$ cat src/crl_params.svh
/*
 * Constants for the cable replacement link control block: register offsets,
 * field positions, reset values and timing counts.
 * Assumes a 200 MHz system clock and inclusion by bare name.
 */
`ifndef CRL_PARAMS_SVH
`define CRL_PARAMS_SVH

// Register byte offsets
`define CRL_OFS_CTRL     8'h00
`define CRL_OFS_MAP_A    8'h04
`define CRL_OFS_MAP_B    8'h08
`define CRL_OFS_MAP_C    8'h0C
`define CRL_OFS_RETRY    8'h10
`define CRL_OFS_STATUS   8'h14
`define CRL_OFS_MODEM    8'h18
`define CRL_OFS_TXDATA   8'h1C
`define CRL_OFS_RXDATA   8'h20

// Control register fields
`define CRL_CTRL_AUTO    0
`define CRL_CTRL_MASTER  1
`define CRL_CTRL_DSRDROP 2
`define CRL_CTRL_ADDRSET 3
`define CRL_CTRL_STARTUP 7:4
`define CRL_CTRL_CLKSEL  9:8
`define CRL_CTRL_PINSEL  12:10
`define CRL_CTRL_CLKEN   13
`define CRL_CTRL_RESET   32'h0000_0007

// Startup visibility codes
`define CRL_STARTUP_HIDDEN 4'h3
`define CRL_STARTUP_VISIBLE 4'h4

// Retry delay in ms
`define CRL_RETRY_DEF_MS 16'd2000
`define CRL_RETRY_MIN_MS 16'd100
`define CRL_RETRY_MAX_MS 16'd15000

// Timing
`define CRL_CLK_MHZ      200
`define CRL_MS_CYCLES    (`CRL_CLK_MHZ * 1000)
`define CRL_BREAK_MS     100
`define CRL_BREAK_CYCLES (`CRL_BREAK_MS * `CRL_MS_CYCLES)

// Access answers: OKAY, or SLVERR for unmapped offsets
`define CRL_RESP_OKAY    2'b00
`define CRL_RESP_SLVERR  2'b10
`endif

$ cat src/crl_pkg.sv
/*
 * Types shared by the cable replacement link control block.
 * Assumes nothing beyond a SystemVerilog compiler.
 */
package crl_pkg;
	// Connection manager states
	typedef enum logic [2:0] {
		CRL_IDLE    = 3'b000,
		CRL_LISTEN  = 3'b001,
		CRL_CALL    = 3'b010,
		CRL_WAIT    = 3'b011,
		CRL_LINKED  = 3'b100,
		CRL_COMMAND = 3'b101
	} crl_state_e;

	// Four modem status bits carried in the link message
	typedef struct packed {
		logic ring;
		logic carrier;
		logic rts_bit;
		logic dtr_bit;
	} crl_modem_s;

	// Link side request and answer
	typedef struct packed {
		logic call;
		logic listen;
		logic visible;
		logic filter;
	} crl_link_req_s;

	typedef struct packed {
		logic up;
		logic fail;
	} crl_link_ack_s;
endpackage

$ cat src/crl_top.sv
/*
 * Cable replacement link control: modem line mapping, receive break reset,
 * automatic connection with retry, RTS/CTS flow control and clock output.
 * Assumes AXI4-Lite software access, a link engine that reports up/fail,
 * and host pins synchronous to sys_clk.
 */
`timescale 1ns/1ps
`include "crl_params.svh"
module crl_top (
	input  wire logic                  sys_clk,        // 200 MHz clock
	input  wire logic                  reset,          // Async reset, high
	input  wire logic [7:0]            s_axi_awaddr,   // Write address
	input  wire logic                  s_axi_awvalid,  // Write address valid
	output logic                       s_axi_awready,  // Write address ready
	input  wire logic [31:0]           s_axi_wdata,    // Write data
	input  wire logic [3:0]            s_axi_wstrb,    // Byte enables
	input  wire logic                  s_axi_wvalid,   // Write data valid
	output logic                       s_axi_wready,   // Write data ready
	output logic [1:0]                 s_axi_bresp,    // Write response
	output logic                       s_axi_bvalid,   // Write response valid
	input  wire logic                  s_axi_bready,   // Write response ready
	input  wire logic [7:0]            s_axi_araddr,   // Read address
	input  wire logic                  s_axi_arvalid,  // Read address valid
	output logic                       s_axi_arready,  // Read address ready
	output logic [31:0]                s_axi_rdata,    // Read data
	output logic [1:0]                 s_axi_rresp,    // Read response
	output logic                       s_axi_rvalid,   // Read data valid
	input  wire logic                  s_axi_rready,   // Read data ready
	input  wire logic                  host_rx,        // Host serial line
	input  wire logic                  dsr_n,          // DSR, low asserted
	input  wire logic                  cts_n,          // CTS, low asserted
	output logic                       rts_n,          // RTS, low asserted
	output logic [3:0]                 modem_line,     // Local modem outputs
	output logic                       carrier_n,      // DCD, low asserted
	output logic                       hw_reset_req,   // Break reset pulse
	input  wire crl_pkg::crl_modem_s   remote_modem,   // Bits from peer
	output crl_pkg::crl_modem_s        local_modem,    // Bits to peer
	output logic                       break_to_peer,  // Always low
	output crl_pkg::crl_link_req_s     link_req,       // Link engine request
	input  wire crl_pkg::crl_link_ack_s link_ack,      // Link engine answer
	input  wire logic [7:0]            rx_byte,        // Byte from peer
	input  wire logic                  rx_byte_valid,  // Byte strobe
	output logic                       rx_byte_ready,  // Buffer has room
	output logic [7:0]                 host_byte,      // Byte to host UART
	output logic                       host_byte_valid, // Byte ready
	input  wire logic                  host_byte_ready, // Host UART takes byte
	input  wire logic                  xtal_clk_en,    // 48 MHz crystal tick
	output logic [7:0]                 programmable_pin // Clock output pins
);
	import crl_pkg::*;

	localparam int MS_CYC  = `CRL_MS_CYCLES;
	localparam int BRK_CYC = `CRL_BREAK_CYCLES;

	// Software registers
	logic [31:0] ctrl;
	logic [31:0] map_a;
	logic [31:0] map_b;
	logic [31:0] map_c;
	logic [15:0] retry_ms;
	crl_modem_s  sw_modem;

	// Selects a bit of the remote status by a 2-bit code
	function automatic logic pick(input crl_modem_s m, input logic [1:0] sel);
		pick = m[sel];
	endfunction

	// Clamp a retry setting into its legal range
	function automatic logic [15:0] clamp_ms(input logic [15:0] v);
		if (v < `CRL_RETRY_MIN_MS) begin
			clamp_ms = `CRL_RETRY_MIN_MS;
		end else if (v > `CRL_RETRY_MAX_MS) begin
			clamp_ms = `CRL_RETRY_MAX_MS;
		end else begin
			clamp_ms = v;
		end
	endfunction

	// AXI write channel
	logic       aw_hold;
	logic       w_hold;
	logic [7:0] aw_addr;
	logic [31:0] w_data;
	logic [3:0] w_strb;
	logic       do_write;
	assign s_axi_awready = !aw_hold && !s_axi_bvalid;
	assign s_axi_wready  = !w_hold && !s_axi_bvalid;
	assign do_write      = aw_hold && w_hold;

	always_ff @(posedge sys_clk or posedge reset) begin
		if (reset) begin
			aw_hold <= 1'b0;
			w_hold  <= 1'b0;
			aw_addr <= 8'h00;
			w_data  <= 32'h0000_0000;
			w_strb  <= 4'h0;
		end else begin
			if (s_axi_awvalid && s_axi_awready) begin
				aw_hold <= 1'b1;
				aw_addr <= s_axi_awaddr;
			end
			if (s_axi_wvalid && s_axi_wready) begin
				w_hold <= 1'b1;
				w_data <= s_axi_wdata;
				w_strb <= s_axi_wstrb;
			end
			if (do_write) begin
				aw_hold <= 1'b0;
				w_hold  <= 1'b0;
			end
		end
	end

	// Byte lane merge
	function automatic logic [31:0] merge(input logic [31:0] old, input logic [31:0] d,
	                                      input logic [3:0] be);
		for (int i = 0; i < 4; i++) begin
			old[i*8 +: 8] = be[i] ? d[i*8 +: 8] : old[i*8 +: 8];
		end
		merge = old;
	endfunction

	logic wr_hit;
	always_comb begin
		unique case (aw_addr)
			`CRL_OFS_CTRL, `CRL_OFS_MAP_A, `CRL_OFS_MAP_B, `CRL_OFS_MAP_C,
			`CRL_OFS_RETRY, `CRL_OFS_MODEM: wr_hit = 1'b1;
			default: wr_hit = 1'b0;
		endcase
	end

	// Write response
	always_ff @(posedge sys_clk or posedge reset) begin
		if (reset) begin
			s_axi_bvalid <= 1'b0;
			s_axi_bresp  <= `CRL_RESP_OKAY;
		end else if (do_write) begin
			s_axi_bvalid <= 1'b1;
			s_axi_bresp  <= wr_hit ? `CRL_RESP_OKAY : `CRL_RESP_SLVERR;
		end else if (s_axi_bready) begin
			s_axi_bvalid <= 1'b0;
		end
	end

	// Register stores
	always_ff @(posedge sys_clk or posedge reset) begin
		if (reset) begin
			ctrl     <= `CRL_CTRL_RESET;
			map_a    <= 32'h0000_0000;
			map_b    <= 32'h0000_0000;
			map_c    <= 32'h0000_0000;
			retry_ms <= `CRL_RETRY_DEF_MS;
			sw_modem <= '0;
		end else if (do_write) begin
			unique case (aw_addr)
				`CRL_OFS_CTRL:  ctrl  <= merge(ctrl, w_data, w_strb);
				`CRL_OFS_MAP_A: map_a <= merge(map_a, w_data, w_strb);
				`CRL_OFS_MAP_B: map_b <= merge(map_b, w_data, w_strb);
				`CRL_OFS_MAP_C: map_c <= merge(map_c, w_data, w_strb);
				`CRL_OFS_RETRY: retry_ms <= clamp_ms(16'(merge({16'h0000, retry_ms},
				                                     w_data, w_strb)));
				`CRL_OFS_MODEM: sw_modem <= w_data[3:0];
				default: ;
			endcase
		end
	end

	// Connection manager
	crl_state_e  state;
	logic [31:0] wait_cyc;
	logic [15:0] wait_ms;
	logic        dsr_on;
	logic        linked;
	assign dsr_on = !dsr_n;
	assign linked = (state == CRL_LINKED);

	always_ff @(posedge sys_clk or posedge reset) begin
		if (reset) begin
			state    <= CRL_IDLE;
			wait_cyc <= 32'h0000_0000;
			wait_ms  <= 16'h0000;
		end else begin
			unique case (state)
				CRL_IDLE: begin
					if (ctrl[`CRL_CTRL_AUTO] && dsr_on) begin
						state <= ctrl[`CRL_CTRL_MASTER] ? CRL_CALL : CRL_LISTEN;
					end
				end
				CRL_LISTEN: begin
					if (!dsr_on && ctrl[`CRL_CTRL_DSRDROP]) begin
						state <= CRL_COMMAND;
					end else if (link_ack.up) begin
						state <= CRL_LINKED;
					end
				end
				CRL_CALL: begin
					if (!dsr_on && ctrl[`CRL_CTRL_DSRDROP]) begin
						state <= CRL_COMMAND;
					end else if (link_ack.up) begin
						state <= CRL_LINKED;
					end else if (link_ack.fail) begin
						state    <= CRL_WAIT;
						wait_cyc <= 32'h0000_0000;
						wait_ms  <= 16'h0000;
					end
				end
				CRL_WAIT: begin
					if (wait_cyc == 32'(MS_CYC - 1)) begin
						wait_cyc <= 32'h0000_0000;
						wait_ms  <= wait_ms + 16'h0001;
						if (wait_ms + 16'h0001 >= retry_ms) begin
							state <= CRL_CALL;
						end
					end else begin
						wait_cyc <= wait_cyc + 32'h0000_0001;
					end
				end
				CRL_LINKED: begin
					if (!dsr_on && ctrl[`CRL_CTRL_DSRDROP]) begin
						state <= CRL_COMMAND;
					end else if (!link_ack.up) begin
						state <= CRL_IDLE;
					end
				end
				CRL_COMMAND: begin
					if (dsr_on) begin
						state <= CRL_IDLE;
					end
				end
				default: state <= CRL_IDLE;
			endcase
		end
	end

	// Link requests: master hidden, slave visibility from startup code
	always_comb begin
		link_req.call    = (state == CRL_CALL);
		link_req.listen  = (state == CRL_LISTEN);
		link_req.visible = !ctrl[`CRL_CTRL_MASTER] &&
		                   (ctrl[`CRL_CTRL_STARTUP] == `CRL_STARTUP_VISIBLE);
		link_req.filter  = ctrl[`CRL_CTRL_ADDRSET];
	end

	// Outgoing modem bits; break never forwarded
	assign break_to_peer = 1'b0;
	always_ff @(posedge sys_clk or posedge reset) begin
		if (reset) begin
			local_modem <= '0;
		end else begin
			local_modem.dtr_bit <= sw_modem.dtr_bit | dsr_on;
			local_modem.rts_bit <= sw_modem.rts_bit | !cts_n;
			local_modem.carrier <= sw_modem.carrier | linked;
			local_modem.ring    <= sw_modem.ring;
		end
	end

	// Remote bits routed to local lines: map_a selects, map_b enables,
	// map_c inverts
	always_ff @(posedge sys_clk or posedge reset) begin
		if (reset) begin
			modem_line <= 4'h0;
		end else begin
			for (int i = 0; i < 4; i++) begin
				modem_line[i] <= map_b[i] &
				                 (pick(remote_modem, map_a[i*2 +: 2]) ^ map_c[i]);
			end
		end
	end

	// Carrier detect follows the link
	always_ff @(posedge sys_clk or posedge reset) begin
		if (reset) begin
			carrier_n <= 1'b1;
		end else begin
			carrier_n <= !linked;
		end
	end

	// Break detector: low time counter clears on any high sample
	logic [31:0] brk_cnt;
	always_ff @(posedge sys_clk or posedge reset) begin
		if (reset) begin
			brk_cnt      <= 32'h0000_0000;
			hw_reset_req <= 1'b0;
		end else begin
			hw_reset_req <= 1'b0;
			if (host_rx) begin
				brk_cnt <= 32'h0000_0000;
			end else if (brk_cnt <= 32'(BRK_CYC)) begin
				brk_cnt <= brk_cnt + 32'h0000_0001;
				hw_reset_req <= (brk_cnt == 32'(BRK_CYC));
			end
		end
	end

	// Receive buffer towards the host; RTS from its fill state
	logic fifo_in_ready;
	crl_fifo #(.WIDTH(8), .DEPTH(4)) u_fifo (
		.sys_clk   (sys_clk),
		.reset     (reset),
		.in_data   (rx_byte),
		.in_valid  (rx_byte_valid),
		.in_ready  (fifo_in_ready),
		.out_data  (host_byte),
		.out_valid (host_byte_valid),
		.out_ready (host_byte_ready && !cts_n)
	);
	assign rx_byte_ready = fifo_in_ready;

	always_ff @(posedge sys_clk or posedge reset) begin
		if (reset) begin
			rts_n <= 1'b1;
		end else begin
			rts_n <= !fifo_in_ready;
		end
	end

	// Crystal divider: period of 6, 3, 2 or 1 ticks of the 48 MHz crystal
	logic [2:0] div_cnt;
	logic       clk_out;
	logic [2:0] half;
	always_comb begin
		unique case (ctrl[`CRL_CTRL_CLKSEL])
			2'b00: half = 3'h5;   // 8 MHz
			2'b01: half = 3'h2;   // 16 MHz, uneven duty
			2'b10: half = 3'h1;   // 24 MHz
			2'b11: half = 3'h0;   // 48 MHz, the tick itself
		endcase
	end
	always_ff @(posedge sys_clk or posedge reset) begin
		if (reset) begin
			div_cnt <= 3'h0;
		end else if (xtal_clk_en) begin
			div_cnt <= (div_cnt >= half) ? 3'h0 : div_cnt + 3'h1;
		end
	end
	// High for the first half of each period at 8 and 24 MHz; first two of three ticks at 16 MHz; the tick pulse itself at 48 MHz
	assign clk_out = (half == 3'h0) ? xtal_clk_en : (div_cnt <= {1'b0, half[2:1]});
	always_ff @(posedge sys_clk or posedge reset) begin
		if (reset) begin
			programmable_pin <= 8'h00;
		end else begin
			programmable_pin <= 8'h00;
			programmable_pin[ctrl[`CRL_CTRL_PINSEL]] <= ctrl[`CRL_CTRL_CLKEN] & clk_out;
		end
	end

	// AXI read channel
	always_ff @(posedge sys_clk or posedge reset) begin
		if (reset) begin
			s_axi_rvalid <= 1'b0;
			s_axi_rdata  <= 32'h0000_0000;
			s_axi_rresp  <= `CRL_RESP_OKAY;
		end else if (s_axi_arvalid && s_axi_arready) begin
			s_axi_rvalid <= 1'b1;
			s_axi_rresp  <= `CRL_RESP_OKAY;
			unique case (s_axi_araddr)
				`CRL_OFS_CTRL:   s_axi_rdata <= ctrl;
				`CRL_OFS_MAP_A:  s_axi_rdata <= map_a;
				`CRL_OFS_MAP_B:  s_axi_rdata <= map_b;
				`CRL_OFS_MAP_C:  s_axi_rdata <= map_c;
				`CRL_OFS_RETRY:  s_axi_rdata <= {16'h0000, retry_ms};
				`CRL_OFS_STATUS: s_axi_rdata <= {21'h00000, remote_modem, !rts_n, dsr_on,
				                                 linked, 1'b0, state};
				`CRL_OFS_MODEM:  s_axi_rdata <= {28'h0000000, sw_modem};
				default: begin
					s_axi_rdata <= 32'h0000_0000;
					s_axi_rresp <= `CRL_RESP_SLVERR;
				end
			endcase
		end else if (s_axi_rready) begin
			s_axi_rvalid <= 1'b0;
		end
	end
	assign s_axi_arready = !s_axi_rvalid;
endmodule

$ cat src/crl_fifo.sv
/*
 * Small synchronous FIFO with valid/ready on both sides.
 * Assumes one clock and an asynchronous active high reset.
 */
`timescale 1ns/1ps
module crl_fifo #(
	parameter int WIDTH = 8,
	parameter int DEPTH = 4
) (
	input  wire logic             sys_clk,   // System clock
	input  wire logic             reset,     // Async reset
	input  wire logic [WIDTH-1:0] in_data,   // Fill data
	input  wire logic             in_valid,  // Fill valid
	output logic                  in_ready,  // Not full
	output logic [WIDTH-1:0]      out_data,  // Head word
	output logic                  out_valid, // Not empty
	input  wire logic             out_ready  // Drain ready
);
	localparam int AW = $clog2(DEPTH);
	logic [WIDTH-1:0] mem [DEPTH];
	logic [AW-1:0]    wr_ptr;
	logic [AW-1:0]    rd_ptr;
	logic [AW:0]      count;
	logic             push;
	logic             pop;

	// Handshakes
	assign in_ready  = (count != (AW+1)'(DEPTH));
	assign out_valid = (count != '0);
	assign push      = in_valid && in_ready;
	assign pop       = out_valid && out_ready;
	assign out_data  = mem[rd_ptr];

	// Storage
	always_ff @(posedge sys_clk) begin
		if (push) begin
			mem[wr_ptr] <= in_data;
		end
	end

	// Pointers and fill count
	always_ff @(posedge sys_clk or posedge reset) begin
		if (reset) begin
			wr_ptr <= '0;
			rd_ptr <= '0;
			count  <= '0;
		end else begin
			if (push) begin
				wr_ptr <= wr_ptr + 1'b1;
			end
			if (pop) begin
				rd_ptr <= rd_ptr + 1'b1;
			end
			if (push && !pop) begin
				count <= count + 1'b1;
			end else if (pop && !push) begin
				count <= count - 1'b1;
			end
		end
	end
endmodule

$ cat config.mk
export PLATFORM = sky130hd
export DESIGN_NAME = crl_top
export DESIGN_NICKNAME = d
export VERILOG_FILES = /design/src/crl_pkg.sv /design/src/crl_top.sv /design/src/crl_fifo.sv
export VERILOG_INCLUDE_DIRS = /design/src
export SDC_FILE = /design/constraint.sdc
export NUM_CORES = 1
export LEC_CHECK = 0
export ABC_AREA = 1
export BUFFER_PORTS_ARGS = -buffer_cell sky130_fd_sc_hd__buf_2
export CAP_MARGIN = 40
export CORE_AREA = 3 3 236 238
export CTS_BUF_LIST = sky130_fd_sc_hd__clkbuf_4 sky130_fd_sc_hd__clkbuf_8
export DETAILED_ROUTE_END_ITERATION = 8
export DIE_AREA = 0 0 239 241
export SYNTH_ARGS = -nofsm -noshare
export SYNTH_HDL_FRONTEND = slang
export SYNTH_SLANG_ARGS = --single-unit
$ cat constraint.sdc
create_clock -name sys_clk -period 9.3 [get_ports sys_clk]
set_clock_uncertainty 0.05 [all_clocks]
set_input_delay 0.465 -clock sys_clk [delete_from_list [all_inputs] [get_ports sys_clk]]
set_output_delay 0.465 -clock sys_clk [all_outputs]
set_load 0.02 [all_outputs]
==> results of run 1 <==
[what timing repair did]
action,4_1_cts,5_1_grt
hold endpoints to repair,101,0
endpoints found under the setup margin,0,0
hold buffers,41,0
[path summary, 6_finish.rpt]
path / start / end / slack (ps) / cells after the start
max: state[2] / wait_cyc[8] / 6370 / 8
min: s_axi_wdata[27] / w_data[27] / 40 / 3
max reg2reg: state[2] / wait_cyc[8] / 6370 / 8
min reg2reg: sw_modem[3] / local_modem[3] / 380 / 0
max in group asynchronous: reset / brk_cnt[21] / 7640 / 5
min in group asynchronous: reset / retry_ms[12] / 240 / 3
[layout make-up]
type                       instances  area [um2]  share of cell area
inverter                         236         890              0.0411
antenna                            2        5.00            0.000231
clock buffer                     106        1300              0.0599
sequential                       374        9530               0.441
multi-input combinational       1574        7520               0.348
tap                              696         871              0.0403
clock inverter                    16         138             0.00636
timing repair buffer             206        1370              0.0634
[sequential cells by signal (all words and copies together), names as in the netlist, 8 cells and up]
signal            flops
w_data               32
programmable_pin      8
map_c                32
wait_cyc             32
aw_addr               8
retry_ms             16
map_b                32
s_axi_rdata          32
wait_ms              16
u_fifo.mem           32
brk_cnt              32
ctrl                 32
map_a                32
[routing by layer]
| layer | routed length, um | vias to the layer above | GRT usage | share of wire |
|---|---|---|---|---|
| li1 | - | 7757 | - | - |
| met1 | 23800 | 7582 | 0.245 | 0.46 |
| met2 | 22900 | 484 | 0.278 | 0.44 |
| met3 | 3680 | 95 | 0.0486 | 0.071 |
| met4 | 1340 | 8 | 0.0590 | 0.026 |
| met5 | 55 | - | 0 | 0.0011 |
[logic make-up (layout without fill, tap and decap cells)]
group,Yosys count,count (layout),synth area share
and+or+nand+nor,1103,1103,0.252
AOI/OAI and AO/OA,379,379,0.108
DFF,374,374,0.521
buffers and inverters,312,564,0.0680
xor gates and xnor gates,51,51,0.0244
adders and majority gates,32,32,0.0223
muxes,6,6,0.00370
other,1,5,0.000205
[layout by cell type (no fill, tap or decap), drive strengths merged, types with 3 or more instances in the layout]
cell / count
nand2: 646
dfrtp: 331
o21ai: 258
inv: 238
nor2: 206
buf: 165
nand3: 143
clkbuf: 106
a21oi: 86
nor3: 50
xor2: 46
dlygate4sd3: 41
nand4: 39
edfxtp: 32
ha: 31
o22ai: 19
dfstp: 11
clkinv: 9
o211ai: 7
or2: 7
mux2: 6
xnor2: 5
a32o: 4
clkinvlp: 4
and3: 3
nor3b: 3
conb: 3
[power by group through the flow]
stage | clock network [mW] | registers, mW | logic [mW]
2_1_floorplan | 0 | 2.16 | 0.985
3_3_place_gp | 0 | 2.22 | 1.31
3_5_place_dp | 0 | 2.23 | 1.35
4_1_cts | 1.69 | 2.21 | 1.37
5_1_grt | 1.77 | 2.25 | 1.55
6_report | 1.64 | 2.21 | 1.36
[through the flow]
step,instance area (um2),worst slack [ps],power [mW]
6_report,21600,6370,5.21
5_1_grt,21600,6130,5.57
4_1_cts,21600,6390,5.27
3_5_place_dp,19800,6400,3.58
3_3_place_gp,19600,6310,3.53
2_1_floorplan,18300,4220,3.14
[worst max-delay path, cell delays in order (launching register included)]
cell	delay (ps)
dfrtp_1	400
inv_1	140
nand2_1	140
nor2_4	410
inv_1	390
o21ai_2	130
buf_4	330
nand2_1	480
and3_1	320
==> results_dict.tcl, run 1 <==
set metrics [dict create \
    grt_first_pass_wirelength_um 82500 \
    synth.most_common_cell "nand2_1" \
    grt_start_max_net_pins 176 \
    root_buffer "clkbuf_8" \
    path_clk_slew_ps 60 \
    p_sw_frac 0.362 \
    grt_pass1_vias 15300 \
    power_frac_seq 0.424 \
    syn_area_mm2 0.0183 \
    portBuffers 150 \
    coreArea_mm2 0.0538 \
    fmax_mhz 341 \
    slew_headroom 0.333 \
    cts_tree "yes" \
    cts_num_sinks 374 \
    hpwlAfterDp_um 36200 \
    status "finished, final reports clean" \
    async_flop_share 0.914 \
    finalSetupViolations 0 \
    synth_top_area_cell "dfrtp_1" \
    die_h_um 241 \
    rsz0062_at_grt "no" \
    arrival_ps 3390 \
    layout-drive-gt1-share 0.129 \
    netlist_top_cells_area "dfrtp_1 (45%), nand2_1 (13%), o21ai_0 (7.0%), edfxtp_1 (5.3%), inv_1 (4.8%)" \
    dp.cells 3045 \
    ant_nets 0 \
    synth_edf_count 32 \
    stdcell_count 3210 \
    via_per_inst 4.96 \
    htree_levels 3 \
    syn_to_final_growth_pct 18.3 \
    syn_inst 2258 \
    critPathKind "reg -> reg" \
    hp-class "in -> reg" \
    yosysUniqueCellTypes 48 \
    insertion_delay_ps 660 \
    ys_seq_area_frac 0.521 \
    cts_resized 0 \
    drv_cap 0 \
    yosys_warnings 0 \
    period_share 0.315 \
    overflow 0 \
    ys.flop_type "dfrtp_1" \
    cellPowerDensity_mw_per_mm2 241 \
    clockBufferDepth 3 \
    antenna_found_initial 6 \
    num_rows 85 \
    hold_viol 0 \
    tightest_slew_ps 1000 \
    drt_iter0_markers 1227 \
    track_usage 0.179 \
    cp-end-kind "flip-flop" \
    syn_avg_cell_area_um2 8.10 \
    power.clock.fraction 0.315 \
    utilization 0.402 \
    start_kind "flip-flop" \
    nets 2572 \
    cellLeakagePower_nw 10.5 \
    p_int_mw 3.32 \
    dr_total_vias 15900 \
    cts_buffers 69 \
    wire_per_inst_um 16.1 \
    n_fill_cell 5454 \
    wl_um 51800 \
    crit_required_ps 9770 \
    boundaryPins 154 \
    synth_commonest_cells "nand2_1 (645), dfrtp_1 (331), o21ai_0 (254), inv_1 (234), nor2_1 (204)" \
    start_util 0.340 \
    critPathMaxFanout 31 \
    die_area_mm2 0.0576 \
    fin_crit_ps 2930 \
    synth-seq-cells 374 \
    synth_top_area_share 0.453 \
    drtPass1Iterations 6 \
    power_switching_mw 1.89 \
    holdWs_ps 44.5 \
    tns_ps 0 \
    finalMaxSlewViolations 0 \
    place.gp.congestion 0.885 \
    cts_setup_buffers 0 \
    die_w_um 239 \
    drc 0 \
    comb_power_share 0.261 \
    peakVddDrop_mv 0.143 \
]
Note: power is estimated with default switching activity, not from simulation.
==> inputs of run 2 (changes only) <==
clock period = 2.9 ns   (was 9.3 ns; I/O delays follow)
==> run 2 against run 1 <==
Net effect:
- combinational power rose to 3.5 times the previous value
- utilization rose by 1.6 points
- critical path type unchanged
- critical endpoint is now state[0]
- first-iteration DRC count rose by 7.4%
- largest cell class unchanged
- highest routed layer unchanged
- count of clock-buffer cells in the layout rose by 1
==> results_dict.tcl, run 2 (synthesis results as in run 1) <==
set metrics [dict create \
    status "finished, final reports clean" \
    tightest_slew_ps 924 \
    dpl_cell_area_mm2 0.0199 \
    arrival_ps 3090 \
    peakVddDrop_mv 0.360 \
    cellPowerDensity_mw_per_mm2 767 \
    drc 0 \
    wire_per_inst_um 15.6 \
    nets 2657 \
    path_common_cell "nand2_1" \
    clockBufferDepth 3 \
    die_area_mm2 0.0576 \
    cellLeakagePower_nw 10.9 \
    cp-end-kind "flip-flop" \
    finalPower_mw 17.2 \
    cpMaxStageDelayCell "dfrtp_1" \
    final_cell_mix "nand2_1 (643), dfrtp_1 (331), o21ai_0 (254)" \
    wl_um 51400 \
    root_buffer "clkbuf_8" \
    grt_pass1_vias 15800 \
    htree_levels 3 \
    slew_headroom 0.384 \
    hp-class "in -> reg" \
    worstPathCellList "ha_1 -> nand2_1 -> nor2_2 -> nand3_1 -> nor3_1 -> xor2_1 -> ha_1 -> nand2_1 -> inv_1 -> nand3_1 -> a21oi_1 -> nor2_1 -> nand2_1 -> nand3_1 -> nand2_1 -> nand2_1" \
    min_from "s_axi_araddr[2]" \
    drtPass1Iterations 6 \
    path_clk_slew_ps 60 \
    num_rows 85 \
    insertion_delay_ps 650 \
    tns_ps 0 \
    cts_num_sinks 374 \
    hpwlAfterDp_um 35800 \
    path_buf_inv 1 \
    layout-drive-gt1-share 0.133 \
    critPathKind "reg -> reg" \
    portBuffers 150 \
    finalSetupViolations 0 \
    hold_viol 0 \
    place.gp.congestion 0.886 \
    crit_required_ps 3350 \
    cts_buffers 70 \
    via_per_inst 4.91 \
    coreArea_mm2 0.0538 \
    track_usage 0.179 \
    critPathMaxFanout 4 \
    fmax_mhz 379 \
    start_kind "flip-flop" \
    overflow 0 \
    finalMaxSlewViolations 0 \
    stdcell_count 3300 \
    place_ws_ps 167 \
    dr_total_vias 16200 \
    grt_first_pass_wirelength_um 83400 \
    holdWs_ps 81.0 \
    design_area_mm2 0.0225 \
    utilization 0.418 \
    crit_family "simple AND/OR/NAND/NOR gates" \
    die_h_um 241 \
    antenna_found_initial 6 \
    drv_cap 0 \
    grt_start_max_net_pins 92 \
    dp.cells 3061 \
    syn_to_final_growth_pct 23.1 \
    worst_slack_ps 263 \
    start_util 0.340 \
    cp-startpoint "wait_ms[1]" \
    final_common_cell "nand2_1" \
    period_share 0.909 \
    boundaryPins 154 \
    die_w_um 239 \
    cts_tree "yes" \
    ant_nets 0 \
    max_stage_delay_ps 380 \
    drt_iter0_markers 1318 \
    cts_setup_buffers 0 \
    r2r_start "wait_ms[1]" \
    fin_crit_ps 2640 \
]
-- run 2: changes by cell type in the layout (fill, tap and decap cells not counted), sizes merged --
cell	before	now
buf	165	181
clkbuf	106	107
clkinv	9	13
clkinvlp	4	2
diode	2	4
dlygate4sd3	41	109
inv	238	239
-- run 2: layout make-up --
type / count / area [um2]
fill: 5430 / 31300
sequential: 374 / 9530
timing repair buffer: 290 / 2160
tap: 696 / 871
clock buffer: 107 / 1340
antenna: 4 / 10.0
clock inverter: 19 / 165
inverter: 236 / 890
multi-input combinational: 1574 / 7520
-- run 2: worst paths after layout --
check                            endpoint  depth (start not counted)  slack (ps)
max                              state[0]                         16         260
min                        s_axi_rresp[1]                          5          80
max reg2reg                      state[0]                         16         260
min reg2reg                local_modem[3]                          0         410
max in group asynchronous     brk_cnt[19]                          5        1360
min in group asynchronous        map_c[9]                          4         600
-- run 2: worst reg2reg max path: stages, from the launching register on --
cell	delay [ps]
dfrtp_1	380
ha_1	200
nand2_1	70
nor2_2	190
nand3_1	150
nor3_1	210
xor2_1	130
ha_1	290
nand2_1	50
inv_1	60
nand3_1	90
a21oi_1	140
nor2_1	60
nand2_1	160
nand3_1	140
nand2_1	90
nand2_1	50
-- run 2: routing by layer --
metal  vias to the layer above  global-route usage  share of wire
met5                         -                   0        0.00053
met4                         4              0.0555          0.024
met3                        97              0.0470          0.071
met2                       488               0.285           0.45
met1                      7690               0.240           0.45
li1                       7922                   -              -
-- run 2: power by group --
group / switching, mW / internal (mW)
Combinational: 3.05 / 1.71
Clock: 2.36 / 3.08
Sequential: 0.746 / 6.30
Total: 6.16 / 11.1
-- run 2: timing repair --
item	4_1_cts	5_1_grt
endpoints found under the hold margin	449	0
setup endpoints to repair	0	3
hold buffers	109	0
resized for setup	0	1
==> inputs of run 3 (changes only) <==
ABC_AREA = 0   (was 1)
CORE_AREA = 3 3 232 234   (was 3 3 236 238)
DIE_AREA = 0 0 235 237   (was 0 0 239 241)
==> run 3 against run 2 <==
Net effect:
- cell count down 22%
- count of clock-buffer cells in the layout down 2
- synthesized area down 3.7%
- critical path type unchanged
==> results_dict.tcl, run 3 <==
set metrics [dict create \
    syn_to_final_growth_pct 23.3 \
    num_rows 84 \
    synth_top_area_cell "dfrtp_1" \
    die_h_um 237 \
    dpl_cell_area_mm2 0.0196 \
    cellLeakagePower_nw 9.83 \
    synth_commonest_cells "dfrtp_1 (331), mux2_2 (173), nand2_1 (113), nor2_1 (90), o21ai_0 (82)" \
    htree_levels 3 \
    synth-seq-cells 374 \
    finalPower_mw 16.8 \
    via_per_inst 5.22 \
    dr_total_vias 13400 \
    utilization 0.416 \
    start_util 0.337 \
    ys_seq_area_frac 0.542 \
    reg2reg_slack_ps 160 \
    status "finished, final reports clean" \
    critPathMaxFanout 3 \
    drv_cap 0 \
    final_cell_mix "dfrtp_1 (330), mux2_2 (173), buf_2 (150)" \
    rsz0062_at_grt "no" \
    clockBufferDepth 3 \
    root_buffer "clkbuf_8" \
    synth.most_common_cell "dfrtp_1" \
    place.gp.congestion 0.867 \
    layout-drive-gt1-share 0.298 \
    place_ws_ps 20.5 \
    start_kind "flip-flop" \
    grt_first_pass_wirelength_um 74500 \
    tightest_slew_ps 660 \
    boundaryPins 154 \
    nets 1944 \
    multi_input_area_mm2 0.00767 \
    netlist_top_cells_area "dfrtp_1 (47%), mux2_2 (11%), edfxtp_1 (5.5%), nand2_1 (2.4%), o21ai_0 (2.3%)" \
    seq_area_mm2 0.00953 \
    syn_inst 1541 \
    cts_tree "yes" \
    r2r_start "wait_ms[2]" \
    peakVddDrop_mv 0.324 \
    finalMaxSlewViolations 0 \
    yosys_warnings 0 \
    tns_ps 0 \
    wire_per_inst_um 17.8 \
    slew_headroom 0.559 \
    portBuffers 150 \
    min_path_cells 5 \
    worst_slack_ps 165 \
    holdWs_ps 63.0 \
    r2r-end "state[0]" \
    stdcell_count 2570 \
    overflow 0 \
    insertion_delay_ps 640 \
    antenna_found_initial 1 \
    die_w_um 235 \
    period_share 0.943 \
    min_from "s_axi_araddr[0]" \
    ys.flop_type "dfrtp_1" \
    n_fill_cell 4936 \
    yosysUniqueCellTypes 74 \
    async_flop_share 0.914 \
    dp.cells 2385 \
    hp-class "in -> reg" \
    reg2regPathDepth 11 \
    grt_start_max_net_pins 74 \
    drc 0 \
    hold_viol 0 \
    ant_nets 0 \
    track_usage 0.164 \
    cellPowerDensity_mw_per_mm2 776 \
    crit_required_ps 3360 \
    syn_avg_cell_area_um2 11.4 \
    fin_crit_ps 2740 \
    path_clk_slew_ps 60 \
    synth_top_area_share 0.471 \
    design_area_mm2 0.0217 \
    critPathKind "reg -> reg" \
    hpwlAfterDp_um 32300 \
    min_to "s_axi_rdata[3]" \
    die_area_mm2 0.0557 \
    synth_edf_count 32 \
    final_common_cell "dfrtp_1" \
    drtPass1Iterations 5 \
    coreArea_mm2 0.0522 \
    syn_area_mm2 0.0176 \
    drt_iter0_markers 754 \
    arrival_ps 3190 \
    wl_um 45900 \
    fmax_mhz 366 \
    finalSetupViolations 0 \
    cts_num_sinks 374 \
    grt_pass1_vias 14000 \
    cts_buffers 67 \
    cp-end-kind "flip-flop" \
]
[run 3: area by class of cell]
cell class | instances | area share
Inverter | 50 | 0.00882
Multi-Input combinational cell | 1051 | 0.353
Clock buffer | 105 | 0.0605
Antenna cell | 1 | 0.000115
Clock inverter | 12 | 0.00455
Timing Repair Buffer | 289 | 0.0939
Sequential cell | 374 | 0.439
Tap cell | 688 | 0.0397
[run 3: worst max path at each step]
stage | start | to | slack [ps] | cells after the start
detailed placement | wait_ms[3] | state[0] | 20 | 11
global placement | wait_ms[3] | state[0] | 60 | 11
finish | wait_ms[2] | state[0] | 160 | 11
global route | wait_ms[2] | state[2] | 20 | 12
floorplan | reset | aw_addr[0] | -1860 | 1
CTS | wait_ms[2] | state[2] | 9 | 13
[run 3: logic make-up (layout without fill, tap and decap cells)]
| logic type | after synthesis | count (layout) | share of synthesized area |
|---|---|---|---|
| flops | 374 | 374 | 0.542 |
| compound gates | 323 | 323 | 0.120 |
| mux | 199 | 199 | 0.134 |
| simple gates | 452 | 452 | 0.133 |
| fa+ha+maj | 32 | 32 | 0.0232 |
| other cells | 1 | 4 | 0.000213 |
| xor+xnor | 42 | 42 | 0.0209 |
| buf+inv | 118 | 456 | 0.0267 |
[run 3: per-layer routing]
metal | share of wire | GRT usage | up-vias
li1 | - | - | 6280
met1 | 0.44 | 0.212 | 6708
met2 | 0.48 | 0.272 | 347
met3 | 0.051 | 0.0355 | 82
met4 | 0.027 | 0.0601 | 0
met5 | 0 | 0 | -
[run 3: critical path: stages, from the launching register on]
cell      delay [ps]
dfrtp_1          350
and4_4           230
nor2b_4          160
and3_4           210
xor2_1           170
ha_1             270
a21o_1           180
a21o_1           180
a211oi_2         230
o221ai_2         140
nand2_1          110
mux2_2           330
[run 3: power breakdown]
group | internal (mW) | switching, mW
combinational | 2.05 | 2.28
sequential | 6.31 | 1.06
clock | 2.97 | 2.17
total | 11.3 | 5.51
[run 3: repair_timing]
action                                 CTS  global route
gates resized for setup                  1            11
endpoints found under the hold margin  455             0
hold buffers                            66             0
setup buffers                            0             1
pin swaps                                0             5
setup endpoints to repair                1             2
